<file path="src/hdl/usi_cfg.svh">
// Register offsets, field positions and reset values for the UART secondary interrupt sources
`ifndef USI_CFG_SVH
`define USI_CFG_SVH
`define USI_OFS_SPC_EN 8'h05
`define USI_OFS_SPC_FLAGS 8'h06
`define USI_OFS_STS_EN 8'h07
`define USI_OFS_STS_FLAGS 8'h08
`define USI_SPC_MASK 8'h3F
`define USI_STS_MASK 8'h2F
`define USI_STS_SETTLED_BIT 5
`define USI_RST_REG 8'h00
`define USI_PINS_PER_UART 4
`endif

</file>
<file path="src/hdl/usi_pkg.sv">
// Types shared by the UART secondary interrupt sources block
package usi_pkg;
	typedef struct packed {
		logic addr_char;
		logic line_break;
		logic stop2_match;
		logic stop1_match;
		logic resume2_match;
		logic resume1_match;
	} usi_spc_evt_t;
	typedef struct packed {
		logic rd;
		logic wr;
		logic [7:0] addr;
		logic [7:0] wdata;
	} usi_reg_req_t;
	typedef enum logic [1:0] {
		USI_CLK_OFF = 2'b00,
		USI_CLK_SETTLING = 2'b01,
		USI_CLK_READY = 2'b10
	} usi_clk_state_t;
endpackage

</file>
<file path="src/hdl/usi_irq_sources.sv">
// Per-UART special-character and status interrupt flags, masks and summary bits
`timescale 1ns/1ps
`include "usi_cfg.svh"

// Operation
// - Special-character enable bits 0-5 pass their flags into summary bit 1; cleared enables block them.
// - The address-character flag sets on an address character while 9-bit multidrop mode is on.
// - The line-break flag sets when the receiver reports a break longer than one character.
// - With detection on, stop2, stop1, resume2 and resume1 matches set flag bits 3, 2, 1 and 0.
// - Reading the special-character flag register clears all of its flags except those set in the same cycle.
// - Enable bit 5 of the status enable register routes clock-settled into summary bit 2.
// - Status enable bits 3-0 route the matching pin-change flags into summary bit 2.
// - Pin-change flag n of UART u watches pin 4u+n.
// - Clock-settled status sets once source, divider and PLL have all settled.
// - Clock-settled status never sets when an external clock is the source.
// - Clock-settled clears only when the clock is disabled, never on a read.
// - A pin-change flag sets on every level change of its pin unless its enable is low.
// - Pin-change flags clear when the status flag register is read.
// - Summary bit 2 sets on any enabled status flag and clears on a main status read.
// - Summary bit 1 sets on enabled special-character events and clears on a main status read.
module usi_irq_sources #(
	parameter int UART_INDEX = 0,
	parameter int NUM_PINS = 16
) (
	input wire logic clk_sys,
	input wire logic resetn,
	input wire logic clk_en,
	input wire usi_pkg::usi_reg_req_t reg_req,
	output logic [7:0] reg_rdata,
	input wire logic main_status_rd,
	input wire usi_pkg::usi_spc_evt_t spc_evt,
	input wire logic multidrop_on,
	input wire logic special_detect_on,
	input wire logic clk_enabled,
	input wire logic clk_from_xtal,
	input wire logic pll_locked,
	input wire logic div_settled,
	input wire logic [NUM_PINS-1:0] pin_in,
	output logic special_summary,
	output logic status_summary
);
	// ****************************************
	// Register access decode
	// ****************************************
	wire rd_spc_en = reg_req.rd && reg_req.addr == `USI_OFS_SPC_EN;
	wire rd_spc_fl = reg_req.rd && reg_req.addr == `USI_OFS_SPC_FLAGS;
	wire rd_sts_en = reg_req.rd && reg_req.addr == `USI_OFS_STS_EN;
	wire rd_sts_fl = reg_req.rd && reg_req.addr == `USI_OFS_STS_FLAGS;
	wire wr_spc_en = reg_req.wr && reg_req.addr == `USI_OFS_SPC_EN;
	wire wr_sts_en = reg_req.wr && reg_req.addr == `USI_OFS_STS_EN;

	logic [7:0] special_char_irq_enable;
	logic [7:0] special_char_irq_flags;
	logic [7:0] status_irq_enable;
	logic [3:0] pin_change_flag;
	logic clk_settled;
	usi_pkg::usi_clk_state_t clk_state;
	usi_pkg::usi_clk_state_t next_clk_state;

	// ****************************************
	// Pin synchronisers and change detect
	// ****************************************
	localparam int PIN_BASE = UART_INDEX * `USI_PINS_PER_UART;
	logic [3:0] pin_s1;
	logic [3:0] pin_s2;
	logic [3:0] pin_s3;
	logic [3:0] pin_change;
	genvar gi;
	generate
		for (gi = 0; gi < 4; gi++) begin : g_pin
			always_ff @(posedge clk_sys) begin
				if (!resetn) begin
					pin_s1[gi] <= 1'b0;
					pin_s2[gi] <= 1'b0;
					pin_s3[gi] <= 1'b0;
				end else if (clk_en) begin
					pin_s1[gi] <= pin_in[PIN_BASE + gi];
					pin_s2[gi] <= pin_s1[gi];
					pin_s3[gi] <= pin_s2[gi];
				end
			end
			// Change counts once the second and third stages disagree with history
			assign pin_change[gi] = (pin_s2[gi] != pin_s3[gi]) && status_irq_enable[gi];
		end
	endgenerate

	// ****************************************
	// Special-character flags
	// ****************************************
	wire [5:0] spc_set = {spc_evt.addr_char && multidrop_on,
		spc_evt.line_break,
		spc_evt.stop2_match && special_detect_on,
		spc_evt.stop1_match && special_detect_on,
		spc_evt.resume2_match && special_detect_on,
		spc_evt.resume1_match && special_detect_on};
	// Set wins over the clearing read
	wire [5:0] next_spc_flags = spc_set | (rd_spc_fl ? 6'h00 : special_char_irq_flags[5:0]);
	wire [3:0] next_pin_flags = pin_change | (rd_sts_fl ? 4'h0 : pin_change_flag);

	// ****************************************
	// Clock-settled tracking
	// ****************************************
	wire all_settled = clk_from_xtal && pll_locked && div_settled;
	always_comb begin
		next_clk_state = clk_state;
		case (clk_state)
			usi_pkg::USI_CLK_OFF: begin
				if (clk_enabled && clk_from_xtal) begin
					next_clk_state = usi_pkg::USI_CLK_SETTLING;
				end
			end
			usi_pkg::USI_CLK_SETTLING: begin
				if (!clk_enabled || !clk_from_xtal) begin
					next_clk_state = usi_pkg::USI_CLK_OFF;
				end else if (all_settled) begin
					next_clk_state = usi_pkg::USI_CLK_READY;
				end
			end
			usi_pkg::USI_CLK_READY: begin
				if (!clk_enabled) begin
					next_clk_state = usi_pkg::USI_CLK_OFF;
				end
			end
			default: next_clk_state = usi_pkg::USI_CLK_OFF;
		endcase
	end
	wire next_clk_settled = (next_clk_state == usi_pkg::USI_CLK_READY);

	// ****************************************
	// Summary bits
	// ****************************************
	wire spc_hit = |(next_spc_flags & special_char_irq_enable[5:0] & spc_set);
	wire sts_hit = |(pin_change & status_irq_enable[3:0])
		|| (next_clk_settled && !clk_settled
		&& status_irq_enable[`USI_STS_SETTLED_BIT]);
	wire next_special_summary = spc_hit || (special_summary && !main_status_rd);
	wire next_status_summary = sts_hit || (status_summary && !main_status_rd);

	// ****************************************
	// Read data
	// ****************************************
	wire [7:0] sts_view = {2'b00, clk_settled, 1'b0, pin_change_flag};
	wire [7:0] next_rdata = rd_spc_en ? special_char_irq_enable :
		rd_spc_fl ? special_char_irq_flags :
		rd_sts_en ? status_irq_enable :
		rd_sts_fl ? sts_view : `USI_RST_REG;

	// ****************************************
	// State registers
	// ****************************************
	always_ff @(posedge clk_sys) begin
		if (!resetn) begin
			special_char_irq_enable <= `USI_RST_REG;
			special_char_irq_flags <= `USI_RST_REG;
			status_irq_enable <= `USI_RST_REG;
			pin_change_flag <= 4'h0;
			clk_state <= usi_pkg::USI_CLK_OFF;
			clk_settled <= 1'b0;
			special_summary <= 1'b0;
			status_summary <= 1'b0;
			reg_rdata <= `USI_RST_REG;
		end else if (clk_en) begin
			if (wr_spc_en) begin
				special_char_irq_enable <= reg_req.wdata & `USI_SPC_MASK;
			end
			if (wr_sts_en) begin
				status_irq_enable <= reg_req.wdata & `USI_STS_MASK;
			end
			special_char_irq_flags <= {2'b00, next_spc_flags};
			pin_change_flag <= next_pin_flags;
			clk_state <= next_clk_state;
			clk_settled <= next_clk_settled;
			special_summary <= next_special_summary;
			status_summary <= next_status_summary;
			reg_rdata <= next_rdata;
		end
	end

	// ****************************************
	// Checks
	// ****************************************
	spc_block_a: assert property (@(posedge clk_sys) disable iff (!resetn)
		clk_en && !special_summary && (spc_set & special_char_irq_enable[5:0]) == 6'h00
		|=> !special_summary)
		else $error("special summary rose with no enabled event");
	spc_clear_a: assert property (@(posedge clk_sys) disable iff (!resetn)
		clk_en && rd_spc_fl && spc_set == 6'h00 |=> special_char_irq_flags == 8'h00)
		else $error("special flags not cleared by read");
	event_kept_a: assert property (@(posedge clk_sys) disable iff (!resetn)
		clk_en && rd_spc_fl && spc_evt.line_break |=> special_char_irq_flags[4])
		else $error("break event lost during clearing read");
	xtal_only_a: assert property (@(posedge clk_sys) disable iff (!resetn)
		clk_en && !clk_from_xtal && !clk_settled |=> !clk_settled)
		else $error("clock settled without crystal source");
	settle_hold_a: assert property (@(posedge clk_sys) disable iff (!resetn)
		clk_en && clk_settled && clk_enabled |=> clk_settled)
		else $error("clock settled dropped while clock enabled");
	pin_set_a: assert property (@(posedge clk_sys) disable iff (!resetn)
		clk_en && pin_s2[0] != pin_s3[0] && status_irq_enable[0] |=> pin_change_flag[0])
		else $error("pin change flag missed");
	pin_clear_a: assert property (@(posedge clk_sys) disable iff (!resetn)
		clk_en && rd_sts_fl && pin_change == 4'h0 |=> pin_change_flag == 4'h0)
		else $error("pin flags not cleared by read");
	sts_summary_a: assert property (@(posedge clk_sys) disable iff (!resetn)
		clk_en && main_status_rd && !sts_hit |=> !status_summary)
		else $error("status summary not cleared by main read");
	spc_summary_a: assert property (@(posedge clk_sys) disable iff (!resetn)
		clk_en && main_status_rd && !spc_hit |=> !special_summary)
		else $error("special summary not cleared by main read");
	reserved_zero_a: assert property (@(posedge clk_sys) disable iff (!resetn)
		special_char_irq_enable[7:6] == 2'b00 && status_irq_enable[7:6] == 2'b00
		&& status_irq_enable[4] == 1'b0)
		else $error("reserved enable bit set");

	// ****************************************
	// Register view and flag checks
	// ****************************************
	rdata_idle_a: assert property (@(posedge clk_sys) disable iff (!resetn)
		clk_en && !reg_req.rd |=> reg_rdata == 8'h00)
		else $error("read data not zero without a read");

	spc_en_view_a: assert property (@(posedge clk_sys) disable iff (!resetn)
		clk_en && rd_spc_en |=> reg_rdata == $past(special_char_irq_enable))
		else $error("special enable read back wrong");

	sts_en_view_a: assert property (@(posedge clk_sys) disable iff (!resetn)
		clk_en && rd_sts_en |=> reg_rdata == $past(status_irq_enable))
		else $error("status enable read back wrong");

	settle_view_a: assert property (@(posedge clk_sys) disable iff (!resetn)
		clk_en && rd_sts_fl |=> reg_rdata[5] == $past(clk_settled))
		else $error("clock settled read back wrong");

	sts_rsvd_view_a: assert property (@(posedge clk_sys) disable iff (!resetn)
		clk_en && rd_sts_fl |=> reg_rdata[7:6] == 2'b00 && reg_rdata[4] == 1'b0)
		else $error("reserved status bit read nonzero");

	spc_rsvd_a: assert property (@(posedge clk_sys) disable iff (!resetn)
		special_char_irq_flags[7:6] == 2'b00)
		else $error("reserved special flag bit set");

	addr_set_a: assert property (@(posedge clk_sys) disable iff (!resetn)
		clk_en && spc_evt.addr_char && multidrop_on |=> special_char_irq_flags[5])
		else $error("address character flag missed");

	addr_block_a: assert property (@(posedge clk_sys) disable iff (!resetn)
		clk_en && !special_char_irq_flags[5] && !(spc_evt.addr_char && multidrop_on)
		|=> !special_char_irq_flags[5])
		else $error("address character flag set without cause");

	brk_set_a: assert property (@(posedge clk_sys) disable iff (!resetn)
		clk_en && spc_evt.line_break |=> special_char_irq_flags[4])
		else $error("line break flag missed");

	stop2_set_a: assert property (@(posedge clk_sys) disable iff (!resetn)
		clk_en && spc_evt.stop2_match && special_detect_on |=> special_char_irq_flags[3])
		else $error("stop2 match flag missed");

	stop1_set_a: assert property (@(posedge clk_sys) disable iff (!resetn)
		clk_en && spc_evt.stop1_match && special_detect_on |=> special_char_irq_flags[2])
		else $error("stop1 match flag missed");

	resume2_set_a: assert property (@(posedge clk_sys) disable iff (!resetn)
		clk_en && spc_evt.resume2_match && special_detect_on |=> special_char_irq_flags[1])
		else $error("resume2 match flag missed");

	resume1_set_a: assert property (@(posedge clk_sys) disable iff (!resetn)
		clk_en && spc_evt.resume1_match && special_detect_on |=> special_char_irq_flags[0])
		else $error("resume1 match flag missed");

	detect_off_a: assert property (@(posedge clk_sys) disable iff (!resetn)
		clk_en && !special_detect_on && special_char_irq_flags[3:0] == 4'h0
		|=> special_char_irq_flags[3:0] == 4'h0)
		else $error("match flag set with detection off");

	spc_hold_a: assert property (@(posedge clk_sys) disable iff (!resetn)
		clk_en && !rd_spc_fl
		|=> (special_char_irq_flags & $past(special_char_irq_flags))
		== $past(special_char_irq_flags))
		else $error("special flag dropped without a read");

	pin_hold_a: assert property (@(posedge clk_sys) disable iff (!resetn)
		clk_en && !rd_sts_fl
		|=> (pin_change_flag & $past(pin_change_flag)) == $past(pin_change_flag))
		else $error("pin flag dropped without a read");

	pin_masked_a: assert property (@(posedge clk_sys) disable iff (!resetn)
		clk_en && status_irq_enable[3:0] == 4'h0 && pin_change_flag == 4'h0
		|=> pin_change_flag == 4'h0)
		else $error("pin flag set while disabled");

	pin_map_a: assert property (@(posedge clk_sys) disable iff (!resetn)
		clk_en |=> pin_s1 == $past(pin_in[PIN_BASE +: 4]))
		else $error("pin sampled from wrong position");

	settle_state_a: assert property (@(posedge clk_sys) disable iff (!resetn)
		clk_settled == (clk_state == usi_pkg::USI_CLK_READY))
		else $error("clock settled disagrees with state");

	settle_need_a: assert property (@(posedge clk_sys) disable iff (!resetn)
		clk_en && !clk_settled && !(pll_locked && div_settled) |=> !clk_settled)
		else $error("clock settled before all parts settled");

	settle_drop_a: assert property (@(posedge clk_sys) disable iff (!resetn)
		clk_en && !clk_enabled |=> !clk_settled)
		else $error("clock settled kept with clock disabled");

	settle_irq_a: assert property (@(posedge clk_sys) disable iff (!resetn)
		clk_en && status_irq_enable[5] && !clk_settled && next_clk_settled
		|=> status_summary)
		else $error("clock settled did not raise status summary");

	sts_set_a: assert property (@(posedge clk_sys) disable iff (!resetn)
		clk_en && sts_hit |=> status_summary)
		else $error("status summary missed an enabled flag");

	sts_block_a: assert property (@(posedge clk_sys) disable iff (!resetn)
		clk_en && !status_summary && !sts_hit |=> !status_summary)
		else $error("status summary rose with no enabled flag");

	spc_set_a: assert property (@(posedge clk_sys) disable iff (!resetn)
		clk_en && spc_hit |=> special_summary)
		else $error("special summary missed an enabled event");
endmodule

</file>
<file path="config.mk">
export PLATFORM = sky130hd
export DESIGN_NAME = usi_irq_sources
export DESIGN_NICKNAME = d
export VERILOG_FILES = /design/src/hdl/usi_pkg.sv /design/src/hdl/usi_irq_sources.sv
export VERILOG_INCLUDE_DIRS = /design/src /design/src/hdl
export SDC_FILE = /design/constraint.sdc
export NUM_CORES = 1
export LEC_CHECK = 0
export BUFFER_PORTS_ARGS = -buffer_cell sky130_fd_sc_hd__buf_2
export CORE_ASPECT_RATIO = 2
export CORE_MARGIN = 3
export CORE_UTILIZATION = 54
export DETAILED_ROUTE_END_ITERATION = 10
export PLACE_DENSITY = 0.83
export RECOVER_POWER = 25
export SETUP_SLACK_MARGIN = 0.2
export SLEW_MARGIN = 10
export SYNTH_ARGS = -nofsm -noshare
export SYNTH_HDL_FRONTEND = slang
export SYNTH_SLANG_ARGS = --single-unit
</file>
<file path="constraint.sdc">
create_clock -name clk_sys -period 4.7 [get_ports clk_sys]
set_clock_uncertainty 0.2 [all_clocks]
set_input_delay 0.235 -clock clk_sys [delete_from_list [all_inputs] [get_ports clk_sys]]
set_output_delay 0.235 -clock clk_sys [all_outputs]
set_load 0.05 [all_outputs]
</file>
==> impl_table.tex, run 1 <==
\begin{tabular}{lr}
\hline
Metric & Value \\
\hline
\multicolumn{2}{l}{\textbf{Floorplan}} \\
\quad Std-Cell Rows & 30 \\
\quad Count of boundary I/O pins & 60 \\
\quad Initial cell density of the core & 57.0\% \\
\quad Overall die height & 91.4 microns \\
\quad Width of the die & 48.7 microns \\
\quad Full die area & 0.00445 sq mm \\
\quad Floorplan core area & 0.00345 sq mm \\
\multicolumn{2}{l}{\textbf{Clock tree}} \\
\quad \# resized after CTS & 0 \\
\quad Bufs on Longest Clock Path & 2 \\
\quad Clk pin slew, worst setup/hold paths & 0.08 ns \\
\quad CTS Sinks & 44 \\
\quad CTS root buffer & sky130\_fd\_sc\_hd\_\_clkbuf\_8 \\
\quad H-Tree Depth & 2 \\
\quad Number of buffers inserted during clock tree synthesis & 5 \\
\quad TritonCTS clock tree & yes \\
\quad Clk\_lat worst skew & 0.29 ns \\
\multicolumn{2}{l}{\textbf{Power and ir drop}} \\
\quad Sequential cell fraction of total power & 56.6\% \\
\quad Switching share of total power & 24.5\% \\
\quad Power density cells & 284 mW/mm\^{}2 \\
\quad IR Drop Worst-Case VDD & 0.000234 V \\
\quad Proportion of power drawn by the clock network & 32.7\% \\
\quad Part of the power in combinational logic & 10.8\% \\
\quad Total net switching power & 167 uW \\
\quad Static leakage & 0.000947 uW \\
\quad Internal power & 513 uW \\
\multicolumn{2}{l}{\textbf{Finish}} \\
\quad Nets@finish & 311 \\
\quad Non-Filler Cell Area, Final & 0.00239 sq mm \\
\quad Relative area change from synthesis to final layout & 21.3\% \\
\quad Proportion of layout cells with a drive suffix above 1 & 19.9\% \\
\quad Final standard cell count with taps included and fillers excluded & 309 \\
\quad Diode count & 0 \\
\multicolumn{2}{l}{\textbf{Drt}} \\
\quad Number of optimization iterations in the first detailed-route pass & 4 \\
\quad Number of DRC violations after detailed routing & 0 \\
\quad Detailed-route wire length & 4.65 mm \\
\quad Detail-routed net length per standard cell & 15.0 microns \\
\quad Antenna-violating nets left & 0 \\
\quad Detail-routed via count per cell & 5.61 \\
\quad DRT iter0 DRCs & 54 \\
\quad Via count & 1732 \\
\multicolumn{2}{l}{\textbf{Synthesis}} \\
\quad EDFF count, synth & 0 \\
\quad Dominant synthesized flop cell & sky130\_fd\_sc\_hd\_\_dfxtp\_1 \\
\quad Warning count from the yosys run & 0 \\
\quad Most area-hungry cell type in the Yosys netlist & sky130\_fd\_sc\_hd\_\_dfxtp\_1 \\
\quad Seq cells post-synth & 44 \\
\quad Share of flip-flops with an asynchronous set or reset after synthesis & 0\% \\
\quad Number of distinct library cells after synthesis & 39 \\
\quad Leading cell types by total area after synthesis & sky130\_fd\_sc\_hd\_\_dfxtp\_1 (45\%), sky130\_fd\_sc\_hd\_\_mux2i\_1 (12\%), sky130\_fd\_sc\_hd\_\_nor2\_1 (4.6\%) \\
\quad Average cell area after synthesis & 9.47 sq um \\
\quad Post-Syn Instances & 208 \\
\quad Post-synthesis instance area & 0.00197 sq mm \\
\quad Share of the synthesized area in the top cell type & 44.7\% \\
\quad Sequential-to-total area share from yosys stat & 44.7\% \\
\multicolumn{2}{l}{\textbf{Timing}} \\
\quad Final count of pins violating max slew & 0 \\
\quad Final worst path period need & 2.01 ns \\
\quad Portion of the clock cycle consumed by the worst path in the final layout & 42.7\% \\
\quad Number of failing setup endpoints in the final timing report & 0 \\
\quad Final total negative setup slack & 0 ns \\
\quad Worst slew slack as a fraction of its limit & 20.2\% \\
\quad Slew at the pin closest to its max-slew limit & 1.18 ns \\
\quad Number of hold-slack violations in the final timing report & 1 \\
\quad Hold Slack & -0.00427 ns \\
\quad RSZ-0062 raised after global routing & no \\
\quad F\_max & 499 MHz \\
\multicolumn{2}{l}{\textbf{Setup path}} \\
\quad Critical-path maximum fanout & 31 \\
\quad Data arrival at the endpoint of the critical path & 2.05 ns \\
\quad CP Capture Type & flip-flop \\
\quad Cells on worst reg2reg path & 4 \\
\quad Critical path required time & 4.74 ns \\
\quad Category of the critical setup timing path & input pin to flip-flop \\
\quad CP Launch Type & input pin \\
\multicolumn{2}{l}{\textbf{GRT}} \\
\quad Maximum number of pins on one net before global-route repair & 32 \\
\quad All-Layer GR Usage & 22.3\% \\
\quad Vias in the first global route & 1750 \\
\quad Global-route wire length before repair & 7.78 mm \\
\quad Number of antenna violations at the first check in global routing & 0 \\
\quad Aggregate global routing overflow & 0 \\
\multicolumn{2}{l}{\textbf{Hold path}} \\
\quad Cell count of the worst hold path & 3 \\
\quad Class of the tightest hold or removal check & input pin to flip-flop \\
\multicolumn{2}{l}{\textbf{Flow run}} \\
\quad Number of violations of the max-capacitance limit & 0 \\
\multicolumn{2}{l}{\textbf{Placement}} \\
\quad Post-placement cell count & 289 \\
\quad Port Buf Inserts & 43 \\
\quad Placed Area & 0.00219 sq mm \\
\quad Final HPWL DP & 3.46 mm \\
\quad Last weighted congestion value of the routability-driven placer & 0.920 \\
\multicolumn{2}{l}{\textbf{Status}} \\
\quad Status & finished with violations \\
\quad Violated checks & negative hold slack \\
\hline
\end{tabular}
worst max-delay path, cell delays in order:
cell and delay (ns):
sky130_fd_sc_hd__clkbuf_1 0.26, sky130_fd_sc_hd__inv_1 0.52, sky130_fd_sc_hd__a41oi_1 0.77, sky130_fd_sc_hd__a22o_1 0.25
per-layer routing:
metal / vias to the layer above / part of all wire [%] / GRT usage, %
met3: 14 / 4.8 / 4.76
met4: 0 / 5.1 / 14.0
li1: 862 / - / -
met5: - / 0 / 0
met2: 53 / 55 / 40.6
met1: 803 / 35 / 22.2
sequential cells by signal, summed over array words and instances (netlist names):
| signal | count |
|---|---|
| pin_change_flag | 4 |
| pin_s2 | 4 |
| special_char_irq_enable | 6 |
| pin_s3 | 4 |
| status_summary | 1 |
| reg_rdata | 6 |
| special_summary | 1 |
| special_char_irq_flags | 6 |
| clk_state | 2 |
| status_irq_enable | 5 |
| clk_settled | 1 |
| pin_s1 | 4 |
worst paths after layout:
check | start | to | slack, ns
max | resetn | special_char_irq_flags[1] | 2.70
min | reg_req[1] | status_irq_enable[1] | -0.004
max reg2reg | clk_state[0] | status_summary | 3.30
min reg2reg | pin_change_flag[2] | pin_change_flag[2] | 0.25
synthesized netlist by cell type (all sizes together), types with 2 or more instances:
cell type / instances
nor2: 30
nand2b: 7
o22ai: 2
nand3: 4
a22o: 7
nor3b: 2
and4b: 2
inv: 6
nor4: 2
xor2: 4
a21oi: 9
dfxtp: 44
buf: 6
a32o: 7
mux2i: 23
a22oi: 5
o2111ai: 2
o2bb2ai: 4
a41oi: 3
o21ai: 7
nand2: 15
clkbuf: 5
kinds of logic after synthesis:
family | synth area share, %
other | 0.190
XOR/XNOR | 1.78
AO/OA/AOI/OAI | 18.4
buffers and inverters | 4.07
multiplexers | 11.7
AND/OR/NAND/NOR | 19.1
flip-flops | 44.7
stage by stage:
step	setup WS, ns	total power, uW	util (%)	hold slack (ns)
2_1_floorplan	2.86	433	-	0.161
3_3_place_gp	2.49	456	63.4	0.233
3_5_place_dp	2.47	458	63.4	0.236
4_1_cts	2.77	686	69.5	0.000864
5_1_grt	2.56	704	69.2	0.0116
6_report	2.70	680	69.2	-0.00427
final cells by class:
cell class	instances	area, sq um
Clock buffer	6	72.6
Clock inverter	1	5.00
Fill cell	319	1060
Inverter	6	22.5
Multi-Input combinational cell	148	1010
Sequential cell	44	881
Tap cell	48	60.1
Timing Repair Buffer	56	337
layout by cell type (no fill, tap or decap), types with 5 or more instances in the layout:
| cell | count |
|---|---|
| sky130_fd_sc_hd__a22o_1 | 7 |
| sky130_fd_sc_hd__o21ai_0 | 7 |
| sky130_fd_sc_hd__clkbuf_8 | 5 |
| sky130_fd_sc_hd__inv_1 | 6 |
| sky130_fd_sc_hd__a21oi_1 | 9 |
| sky130_fd_sc_hd__a22oi_1 | 5 |
| sky130_fd_sc_hd__nand2b_1 | 7 |
| sky130_fd_sc_hd__buf_2 | 36 |
| sky130_fd_sc_hd__a32o_1 | 7 |
| sky130_fd_sc_hd__dlygate4sd3_1 | 13 |
| sky130_fd_sc_hd__clkbuf_1 | 8 |
| sky130_fd_sc_hd__dfxtp_1 | 44 |
| sky130_fd_sc_hd__mux2i_1 | 23 |
| sky130_fd_sc_hd__nand2_1 | 15 |
| sky130_fd_sc_hd__nor2_2 | 6 |
| sky130_fd_sc_hd__nor2_1 | 24 |
repair_timing:
action                                 in CTS  in global routing
setup buffers                               0                  0
endpoints found under the hold margin      14                  0
hold buffers                               13                  0
power groups by stage:
stage / Sequential, uW / Combinational (uW) / Clock [uW]
2_1_floorplan: 392 / 41.0 / 0
3_5_place_dp: 393 / 64.5 / 0
5_1_grt: 386 / 80.5 / 238
3_3_place_gp: 393 / 63.5 / 0
4_1_cts: 384 / 73.0 / 229
6_report: 385 / 73.3 / 222
Note: power is estimated with default switching activity, not from simulation.
==> run 2: changes to the inputs <==
--- a/config.mk
+++ b/config.mk
@@ -6,12 +6,13 @@
 export SDC_FILE = /design/constraint.sdc
 export NUM_CORES = 1
 export LEC_CHECK = 0
+export ABC_AREA = 1
 export BUFFER_PORTS_ARGS = -buffer_cell sky130_fd_sc_hd__buf_2
 export CORE_ASPECT_RATIO = 2
 export CORE_MARGIN = 3
-export CORE_UTILIZATION = 54
+export CORE_UTILIZATION = 47
 export DETAILED_ROUTE_END_ITERATION = 10
-export PLACE_DENSITY = 0.83
+export PLACE_DENSITY = 0.76
 export RECOVER_POWER = 25
 export SETUP_SLACK_MARGIN = 0.2
 export SLEW_MARGIN = 10
==> constraint.sdc (replaced) <==
create_clock -name clk_sys -period 1.75 [get_ports clk_sys]
set_clock_uncertainty 0.2 [all_clocks]
set_input_delay 0.0875 -clock clk_sys [delete_from_list [all_inputs] [get_ports clk_sys]]
set_output_delay 0.0875 -clock clk_sys [all_outputs]
set_load 0.05 [all_outputs]
==> run 2 against run 1 <==
Effect of this change:
- the flow now finishes without violations
- sequential cell count unchanged
- cell area rose by 15%
- hold slack gained 0.038 ns
- clock power rose to 2.9 times the previous value
- clock-buffer cell count stayed put
- largest power group unchanged
==> impl_table.tex, run 2 <==
\begin{tabular}{lr}
\hline
Metric & Value \\
\hline
\multicolumn{2}{l}{\textbf{Clock tree}} \\
\quad CTS Sinks & 44 (unchanged) \\
\quad TritonCTS clock tree & yes (unchanged) \\
\quad Clk\_lat worst skew & 0.29 ns (about the same) \\
\quad CTS root buffer & sky130\_fd\_sc\_hd\_\_clkbuf\_8 (unchanged) \\
\quad Clk pin slew, worst setup/hold paths & 0.08 ns (about the same) \\
\quad Bufs on Longest Clock Path & 2 (unchanged) \\
\quad Number of buffers inserted during clock tree synthesis & 5 (unchanged) \\
\quad Number of buffers inserted by post-CTS setup repair & 0 (unchanged) \\
\quad H-Tree Depth & 2 (unchanged) \\
\multicolumn{2}{l}{\textbf{Timing}} \\
\quad Number of hold-slack violations in the final timing report & 0 (was 1) \\
\quad Slew at the pin closest to its max-slew limit & 0.514 ns (was 1.18 ns) \\
\quad Portion of the clock cycle consumed by the worst path in the final layout & 86.9\% \\
\quad Final total negative setup slack & 0 ns (unchanged) \\
\quad Final count of pins violating max slew & 0 (unchanged) \\
\quad Final worst path period need & 1.52 ns \\
\quad Number of failing setup endpoints in the final timing report & 0 (unchanged) \\
\quad Worst slew slack as a fraction of its limit & 65.7\% (was 20.2\%) \\
\quad RSZ-0062 raised after global routing & no (unchanged) \\
\quad F\_max & 657 MHz \\
\quad Smallest setup slack after layout & 0.229 ns (was 2.70 ns) \\
\multicolumn{2}{l}{\textbf{Finish}} \\
\quad Registers with the most flip-flops & reg\_rdata: 6 flops, special\_char\_irq\_enable: 6 flops, special\_char\_irq\_flags: 6 flops (unchanged) \\
\quad Diode count & 0 (unchanged) \\
\quad Sequential cell area in the final layout & 881 sq um (unchanged) \\
\quad Nets@finish & 427 (was 311) \\
\quad \# fillers & 415 (was 319) \\
\quad Most frequent standard cell in the layout excluding fill and tap cells & sky130\_fd\_sc\_hd\_\_nand2\_1 (was sky130\_fd\_sc\_hd\_\_dfxtp\_1) \\
\quad Relative area change from synthesis to final layout & 27.9\% (was 21.3\%) \\
\quad Multi-input combinational cell area & 0.00109 sq mm (was 0.00101 sq mm) \\
\quad Most frequent cells in the layout & sky130\_fd\_sc\_hd\_\_nand2\_1 (64), sky130\_fd\_sc\_hd\_\_dfxtp\_1 (44), sky130\_fd\_sc\_hd\_\_buf\_2 (41), sky130\_fd\_sc\_hd\_\_nor2\_1 (31) (was sky130\_fd\_sc\_hd\_\_dfxtp\_1 (44), sky130\_fd\_sc\_hd\_\_buf\_2 (36), sky130\_fd\_sc\_hd\_\_nor2\_1 (24), sky130\_fd\_sc\_hd\_\_mux2i\_1 (23), sky130\_fd\_sc\_hd\_\_nand2\_1 (15)) \\
\quad Proportion of layout cells with a drive suffix above 1 & 19.8\% (was 19.9\%) \\
\multicolumn{2}{l}{\textbf{GRT}} \\
\quad Number of antenna violations at the first check in global routing & 0 (unchanged) \\
\quad Vias in the first global route & 2099 (was 1750) \\
\quad Maximum number of pins on one net before global-route repair & 27 (was 32) \\
\quad Aggregate global routing overflow & 0 (unchanged) \\
\quad Global-route wire length before repair & 9.23 mm (was 7.78 mm) \\
\quad All-Layer GR Usage & 23.4\% (was 22.3\%) \\
\multicolumn{2}{l}{\textbf{Drt}} \\
\quad Detail-routed net length per standard cell & 13.5 microns (was 15.0 microns) \\
\quad DRT iter0 DRCs & 63 (was 54) \\
\quad Via count & 2238 (was 1732) \\
\quad Number of DRC violations after detailed routing & 0 (unchanged) \\
\quad Detailed-route wire length & 5.82 mm (was 4.65 mm) \\
\quad Number of optimization iterations in the first detailed-route pass & 4 (unchanged) \\
\quad Detail-routed via count per cell & 5.18 (was 5.61) \\
\quad Antenna-violating nets left & 0 (unchanged) \\
\multicolumn{2}{l}{\textbf{Power and ir drop}} \\
\quad Static leakage & 0.00121 uW (was 0.000947 uW) \\
\quad IR Drop Worst-Case VDD & 0.000526 V (was 0.000234 V) \\
\quad Power density cells & 708 mW/mm\^{}2 (was 284 mW/mm\^{}2) \\
\multicolumn{2}{l}{\textbf{Floorplan}} \\
\quad Std-Cell Rows & 34 (was 30) \\
\quad Floorplan core area & 0.00438 sq mm (was 0.00345 sq mm) \\
\quad Initial cell density of the core & 49.2\% (was 57.0\%) \\
\quad Width of the die & 53.9 microns (was 48.7 microns) \\
\quad Count of boundary I/O pins & 60 (unchanged) \\
\quad Full die area & 0.00548 sq mm (was 0.00445 sq mm) \\
\quad Overall die height & 102 microns (was 91.4 microns) \\
\multicolumn{2}{l}{\textbf{Setup path}} \\
\quad CP Capture Type & flip-flop (unchanged) \\
\quad Category of the critical setup timing path & input pin to flip-flop (unchanged) \\
\quad Critical path required time & 1.78 ns (was 4.74 ns) \\
\quad CP Launch Type & input pin (unchanged) \\
\quad Critical-path maximum fanout & 2 (was 31) \\
\quad Data arrival at the endpoint of the critical path & 1.55 ns (was 2.05 ns) \\
\multicolumn{2}{l}{\textbf{Synthesis}} \\
\quad Share of the synthesized area in the top cell type & 40.9\% (was 44.7\%) \\
\quad Warning count from the yosys run & 0 (unchanged) \\
\quad Most area-hungry cell type in the Yosys netlist & sky130\_fd\_sc\_hd\_\_dfxtp\_1 (unchanged) \\
\quad Leading cell types by total area after synthesis & sky130\_fd\_sc\_hd\_\_dfxtp\_1 (41\%), sky130\_fd\_sc\_hd\_\_nand2\_1 (11\%), sky130\_fd\_sc\_hd\_\_nand3\_1 (6.7\%) (was sky130\_fd\_sc\_hd\_\_dfxtp\_1 (45\%), sky130\_fd\_sc\_hd\_\_mux2i\_1 (12\%), sky130\_fd\_sc\_hd\_\_nor2\_1 (4.6\%)) \\
\quad Sequential-to-total area share from yosys stat & 40.9\% (was 44.7\%) \\
\quad Average cell area after synthesis & 6.95 sq um (was 9.47 sq um) \\
\quad Share of flip-flops with an asynchronous set or reset after synthesis & 0\% (unchanged) \\
\quad Dominant synthesized flop cell & sky130\_fd\_sc\_hd\_\_dfxtp\_1 (unchanged) \\
\quad Seq cells post-synth & 44 (unchanged) \\
\quad Post-Syn Instances & 310 (was 208) \\
\quad Most numerous cell types in the synthesized netlist & sky130\_fd\_sc\_hd\_\_nand2\_1 (64), sky130\_fd\_sc\_hd\_\_dfxtp\_1 (44), sky130\_fd\_sc\_hd\_\_nor2\_1 (31) (was sky130\_fd\_sc\_hd\_\_dfxtp\_1 (44), sky130\_fd\_sc\_hd\_\_nor2\_1 (24), sky130\_fd\_sc\_hd\_\_mux2i\_1 (23)) \\
\quad Post-synthesis instance area & 0.00216 sq mm (was 0.00197 sq mm) \\
\quad EDFF count, synth & 0 (unchanged) \\
\quad Most used standard cell by instance count after synthesis & sky130\_fd\_sc\_hd\_\_nand2\_1 (was sky130\_fd\_sc\_hd\_\_dfxtp\_1) \\
\quad Number of distinct library cells after synthesis & 26 (was 39) \\
\multicolumn{2}{l}{\textbf{Hold path}} \\
\quad Class of the tightest hold or removal check & input pin to flip-flop (unchanged) \\
\multicolumn{2}{l}{\textbf{Status}} \\
\quad Status & completed (was finished with violations) \\
\multicolumn{2}{l}{\textbf{Placement}} \\
\quad Final HPWL DP & 4.12 mm (was 3.46 mm) \\
\quad Last weighted congestion value of the routability-driven placer & 0.936 (was 0.920) \\
\quad Minimum setup slack after placement & 0.175 ns (was 2.47 ns) \\
\quad Port Buf Inserts & 43 (unchanged) \\
\multicolumn{2}{l}{\textbf{Flow run}} \\
\quad Number of violations of the max-capacitance limit & 0 (unchanged) \\
\hline
\end{tabular}
run 2: metal layers:
layer  GRT usage [%]  wire length, microns  up-vias
li1                -                     -     1152
met5               0                     0        -
met2            41.9                  3170       64
met3            3.53                   204       29
met4            17.1                   340        0
met1            22.5                  2110      993
run 2: path summary, 6_finish.rpt:
check                startpoint                          to  slack (ns)  cells after the start
min                      resetn  special_char_irq_enable[4]        0.03                      3
max reg2reg           pin_s3[0]              status_summary        0.37                      7
max                  spc_evt[3]   special_char_irq_flags[3]        0.23                      5
min reg2reg  pin_change_flag[1]          pin_change_flag[1]        0.27                      2
run 2: cell families after synthesis:
| group | share of synthesized area (%) |
|---|---|
| AND/OR/NAND/NOR | 34.9 |
| other | 0.174 |
| flip-flops | 40.9 |
| buffers and inverters | 9.11 |
| AO/OA/AOI/OAI | 14.9 |
run 2: critical path: stages:
cell                            delay (ns)
sky130_fd_sc_hd__dlygate4sd3_1        0.54
sky130_fd_sc_hd__buf_2                0.11
sky130_fd_sc_hd__nand3_1              0.07
sky130_fd_sc_hd__dlygate4sd3_1        0.58
sky130_fd_sc_hd__a21oi_1              0.15
run 2: per-stage QoR:
stage / instance area [sq um] / utilization, % / hold WS [ns] / total power [uW] / cells
finish: 2760 / 62.9 / 0.0334 / 1950 / 432
global route: 2760 / 62.9 / 0.0434 / 2030 / 432
CTS: 2760 / 62.9 / 0.0195 / 1960 / 432
detailed placement: 2400 / 54.9 / 0.121 / 1280 / 398
global placement: 2400 / 54.9 / 0.109 / 1270 / 398
floorplan: 2160 / - / 0.0224 / 1200 / 311
run 2: where the power goes:
part	leakage [uW]	internal (uW)	total, uW	switching (uW)
registers	0.000358	1030	1050	18.8
clock network	0.0000510	315	650	335
logic	0.000799	109	252	143
run 2: repair_timing:
action / in CTS / in global routing
endpoints found under the setup margin: 0 / 2
resized for setup: 0 / 2
endpoints found under the hold margin: 25 / 0
hold buffers: 26 / 0
run 2: area by class of cell:
cell class	count	area share [%]
sequential	44	31.9
clock buffer	6	2.99
clock inverter	2	0.363
multi-input combinational	220	39.5
timing repair buffer	74	18.4
tap	54	2.45
inverter	32	4.36
==> run 3: changes to the inputs <==
--- a/config.mk
+++ b/config.mk
@@ -13,7 +13,7 @@
 export CORE_UTILIZATION = 47
 export DETAILED_ROUTE_END_ITERATION = 10
 export PLACE_DENSITY = 0.76
-export RECOVER_POWER = 25
+export RECOVER_POWER = 50
 export SETUP_SLACK_MARGIN = 0.2
 export SLEW_MARGIN = 10
 export SYNTH_ARGS = -nofsm -noshare
==> run 3 against run 2 <==
Effect of this change:
- hold slack improved by 0.0027 ns
- highest routed layer unchanged
- cell area shrank 0.82%
- via count barely moved
- global-route usage stayed put
- power fell by 0.34%
- sequential share of layout area is 0.26 points higher
- routed wire length decreased by 0.10%
- core utilization shrank 0.51 points
- critical endpoint unchanged
- critical path depth is the same
- sequential power barely moved
==> impl_table.tex, run 3 (synthesis gave the netlist of run 2 again) <==
\begin{tabular}{lr}
\hline
Metric & Value \\
\hline
\multicolumn{2}{l}{\textbf{Status}} \\
\quad Status & completed (unchanged) \\
\multicolumn{2}{l}{\textbf{Clock tree}} \\
\quad H-Tree Depth & 2 (unchanged) \\
\quad Clk pin slew, worst setup/hold paths & 0.08 ns (about the same) \\
\quad Bufs on Longest Clock Path & 2 (unchanged) \\
\quad TritonCTS clock tree & yes (unchanged) \\
\quad Number of buffers inserted by post-CTS setup repair & 0 (unchanged) \\
\quad CTS root buffer & sky130\_fd\_sc\_hd\_\_clkbuf\_8 (unchanged) \\
\quad CTS Sinks & 44 (unchanged) \\
\quad Number of buffers inserted during clock tree synthesis & 5 (unchanged) \\
\quad Clk\_lat worst skew & 0.29 ns (about the same) \\
\multicolumn{2}{l}{\textbf{GRT}} \\
\quad Busiest layer in global routing & met2 (unchanged) \\
\quad Vias in the first global route & 2099 (unchanged) \\
\quad Maximum number of pins on one net before global-route repair & 27 (unchanged) \\
\quad GR Util met2 & 41.9\% (unchanged) \\
\quad Global-route wire length before repair & 9.23 mm (unchanged) \\
\quad All-Layer GR Usage & 23.4\% (unchanged) \\
\quad Global-route met1 utilization & 22.5\% (unchanged) \\
\quad Met3 Usage GRT & 3.53\% (unchanged) \\
\quad Number of antenna violations at the first check in global routing & 0 (unchanged) \\
\quad Aggregate global routing overflow & 0 (unchanged) \\
\multicolumn{2}{l}{\textbf{Drt}} \\
\quad Detail-routed net length per standard cell & 13.5 microns (about the same) \\
\quad DRT iter0 DRCs & 59 (was 63) \\
\quad Detailed-route wire length & 5.81 mm (was 5.82 mm) \\
\quad Via count & 2240 (was 2238) \\
\quad Detail-routed via count per cell & 5.19 (was 5.18) \\
\quad Number of optimization iterations in the first detailed-route pass & 4 (unchanged) \\
\quad Antenna-violating nets left & 0 (unchanged) \\
\quad Number of DRC violations after detailed routing & 0 (unchanged) \\
\multicolumn{2}{l}{\textbf{Setup path}} \\
\quad Critical-path maximum fanout & 2 (unchanged) \\
\quad CP Launch Point & spc\_evt[3] (unchanged) \\
\quad Terminus of the critical flop-to-flop path & status\_summary (unchanged) \\
\quad Data arrival at the endpoint of the critical path & 1.55 ns (about the same) \\
\quad Cells on worst reg2reg path & 7 (unchanged) \\
\quad Delay of the slowest critical-path stage & 0.59 ns (was 0.58 ns) \\
\quad Critical-path cell with the highest stage delay & sky130\_fd\_sc\_hd\_\_dlygate4sd3\_1 (unchanged) \\
\quad FF-to-FF Start & pin\_s3[0] (unchanged) \\
\quad CP Capture Type & flip-flop (unchanged) \\
\quad Crit-path most repeated cell & sky130\_fd\_sc\_hd\_\_dlygate4sd3\_1 (unchanged) \\
\quad Category of the critical setup timing path & input pin to flip-flop (unchanged) \\
\quad Endpoint of the worst setup timing path & special\_char\_irq\_flags[3] (unchanged) \\
\quad Critical path required time & 1.78 ns (about the same) \\
\quad Internal reg-to-reg setup slack & 0.37 ns (about the same) \\
\quad CP Launch Type & input pin (unchanged) \\
\quad Critical path cell sequence & dlygate4sd3\_1 -> buf\_2 -> nand3\_1 -> dlygate4sd3\_1 -> a21oi\_1 (unchanged) \\
\multicolumn{2}{l}{\textbf{Timing}} \\
\quad Worst slew slack as a fraction of its limit & 60.7\% (was 65.7\%) \\
\quad Number of failing setup endpoints in the final timing report & 0 (unchanged) \\
\quad Portion of the clock cycle consumed by the worst path in the final layout & 87.2\% (was 86.9\%) \\
\quad Final total negative setup slack & 0 ns (unchanged) \\
\quad Final count of pins violating max slew & 0 (unchanged) \\
\quad Final worst path period need & 1.53 ns (was 1.52 ns) \\
\quad Number of hold-slack violations in the final timing report & 0 (unchanged) \\
\quad Slew at the pin closest to its max-slew limit & 0.593 ns (was 0.514 ns) \\
\quad RSZ-0062 raised after global routing & no (unchanged) \\
\quad F\_max & 656 MHz (was 657 MHz) \\
\multicolumn{2}{l}{\textbf{Placement}} \\
\quad Post-placement cell count & 398 (unchanged) \\
\quad Final HPWL DP & 4.12 mm (unchanged) \\
\quad Last weighted congestion value of the routability-driven placer & 0.936 (unchanged) \\
\quad Port Buf Inserts & 43 (unchanged) \\
\multicolumn{2}{l}{\textbf{Finish}} \\
\quad Proportion of layout cells with a drive suffix above 1 & 17.2\% (was 19.8\%) \\
\quad Registers with the most flip-flops & reg\_rdata: 6 flops, special\_char\_irq\_enable: 6 flops, special\_char\_irq\_flags: 6 flops (unchanged) \\
\quad Nets@finish & 427 (unchanged) \\
\quad Diode count & 0 (unchanged) \\
\quad Most frequent standard cell in the layout excluding fill and tap cells & sky130\_fd\_sc\_hd\_\_nand2\_1 (unchanged) \\
\quad Most frequent cells in the layout & sky130\_fd\_sc\_hd\_\_nand2\_1 (65), sky130\_fd\_sc\_hd\_\_dfxtp\_1 (44), sky130\_fd\_sc\_hd\_\_buf\_2 (35), sky130\_fd\_sc\_hd\_\_nor2\_1 (32) (was sky130\_fd\_sc\_hd\_\_nand2\_1 (64), sky130\_fd\_sc\_hd\_\_dfxtp\_1 (44), sky130\_fd\_sc\_hd\_\_buf\_2 (41), sky130\_fd\_sc\_hd\_\_nor2\_1 (31)) \\
\quad Relative area change from synthesis to final layout & 26.9\% (was 27.9\%) \\
\quad Final standard cell count with taps included and fillers excluded & 432 (unchanged) \\
\multicolumn{2}{l}{\textbf{Floorplan}} \\
\quad Overall die height & 102 microns (unchanged) \\
\quad Initial cell density of the core & 49.2\% (unchanged) \\
\quad Floorplan core area & 0.00438 sq mm (unchanged) \\
\quad Count of boundary I/O pins & 60 (unchanged) \\
\quad Full die area & 0.00548 sq mm (unchanged) \\
\quad Width of the die & 53.9 microns (unchanged) \\
\quad Std-Cell Rows & 34 (unchanged) \\
\multicolumn{2}{l}{\textbf{Power and ir drop}} \\
\quad Static leakage & 0.00118 uW (was 0.00121 uW) \\
\quad Power density cells & 711 mW/mm\^{}2 (was 708 mW/mm\^{}2) \\
\quad Sum of internal, switching and leakage power & 1940 uW (was 1950 uW) \\
\quad IR Drop Worst-Case VDD & 0.000526 V (about the same) \\
\multicolumn{2}{l}{\textbf{Hold path}} \\
\quad Class of the tightest hold or removal check & input pin to flip-flop (unchanged) \\
\multicolumn{2}{l}{\textbf{Flow run}} \\
\quad Number of violations of the max-capacitance limit & 0 (unchanged) \\
\hline
\end{tabular}
[run 3: cell types whose count changed in the layout (fill, tap and decap cells not counted), sizes merged]
cell and change:
buf -6, clkbuf +6
[run 3: what timing repair did]
action                                  4_1_cts  5_1_grt
hold endpoints to repair                     25        0
hold buffers                                 26        0
gates resized for setup                       0        2
endpoints found under the setup margin        0        2
[run 3: how the worst min path moves through the flow]
stage                                 endpoint  slack [ns]      start  cells past startpoint
finish              special_char_irq_enable[4]        0.04     resetn                      3
global route                         pin_s3[1]        0.04     resetn                      3
CTS                                  pin_s2[3]        0.02     resetn                      3
detailed placement                   pin_s1[0]        0.12  pin_in[0]                      3
global placement                     pin_s1[1]        0.11  pin_in[1]                      3
floorplan                            pin_s1[0]        0.02  pin_in[0]                      2
[run 3: per-layer routing]
layer / part of all wire, % / routed length [microns]
met1: 36 / 2120
met2: 54 / 3160
met3: 3.1 / 180
met4: 6.2 / 362
met5: 0 / 0
[run 3: metrics by stage]
stage	util, %	instance area [sq um]	setup WS [ns]	hold slack (ns)
after floorplan	-	2160	0.479	0.0224
after global placement	54.9	2400	0.225	0.109
after detailed placement	54.9	2400	0.175	0.121
after CTS	62.9	2760	0.284	0.0195
after global routing	62.4	2740	0.167	0.0434
final	62.4	2740	0.225	0.0361
[run 3: area by class of cell]
cell class | count | area (sq um)
inverters | 32 | 120
clock buffers | 6 | 82.6
fillers | 419 | 1650
clock inverters | 2 | 10.0
repair buffers | 74 | 499
multi-input cells | 220 | 1070
flip-flops and latches | 44 | 881
well taps | 54 | 67.6
[run 3: worst max-delay path: cells and delay by family]
family | cells | cell delay [ns]
simple gates | 1 | 0.07
compound gates | 1 | 0.15
buf+inv | 3 | 1.24
[run 3: power by group]
part / total, uW / leakage (uW) / switching (uW) / internal (uW)
clock: 646 / 0.0000510 / 331 / 315
sequential: 1050 / 0.000358 / 18.8 / 1030
combinational: 250 / 0.000774 / 142 / 109
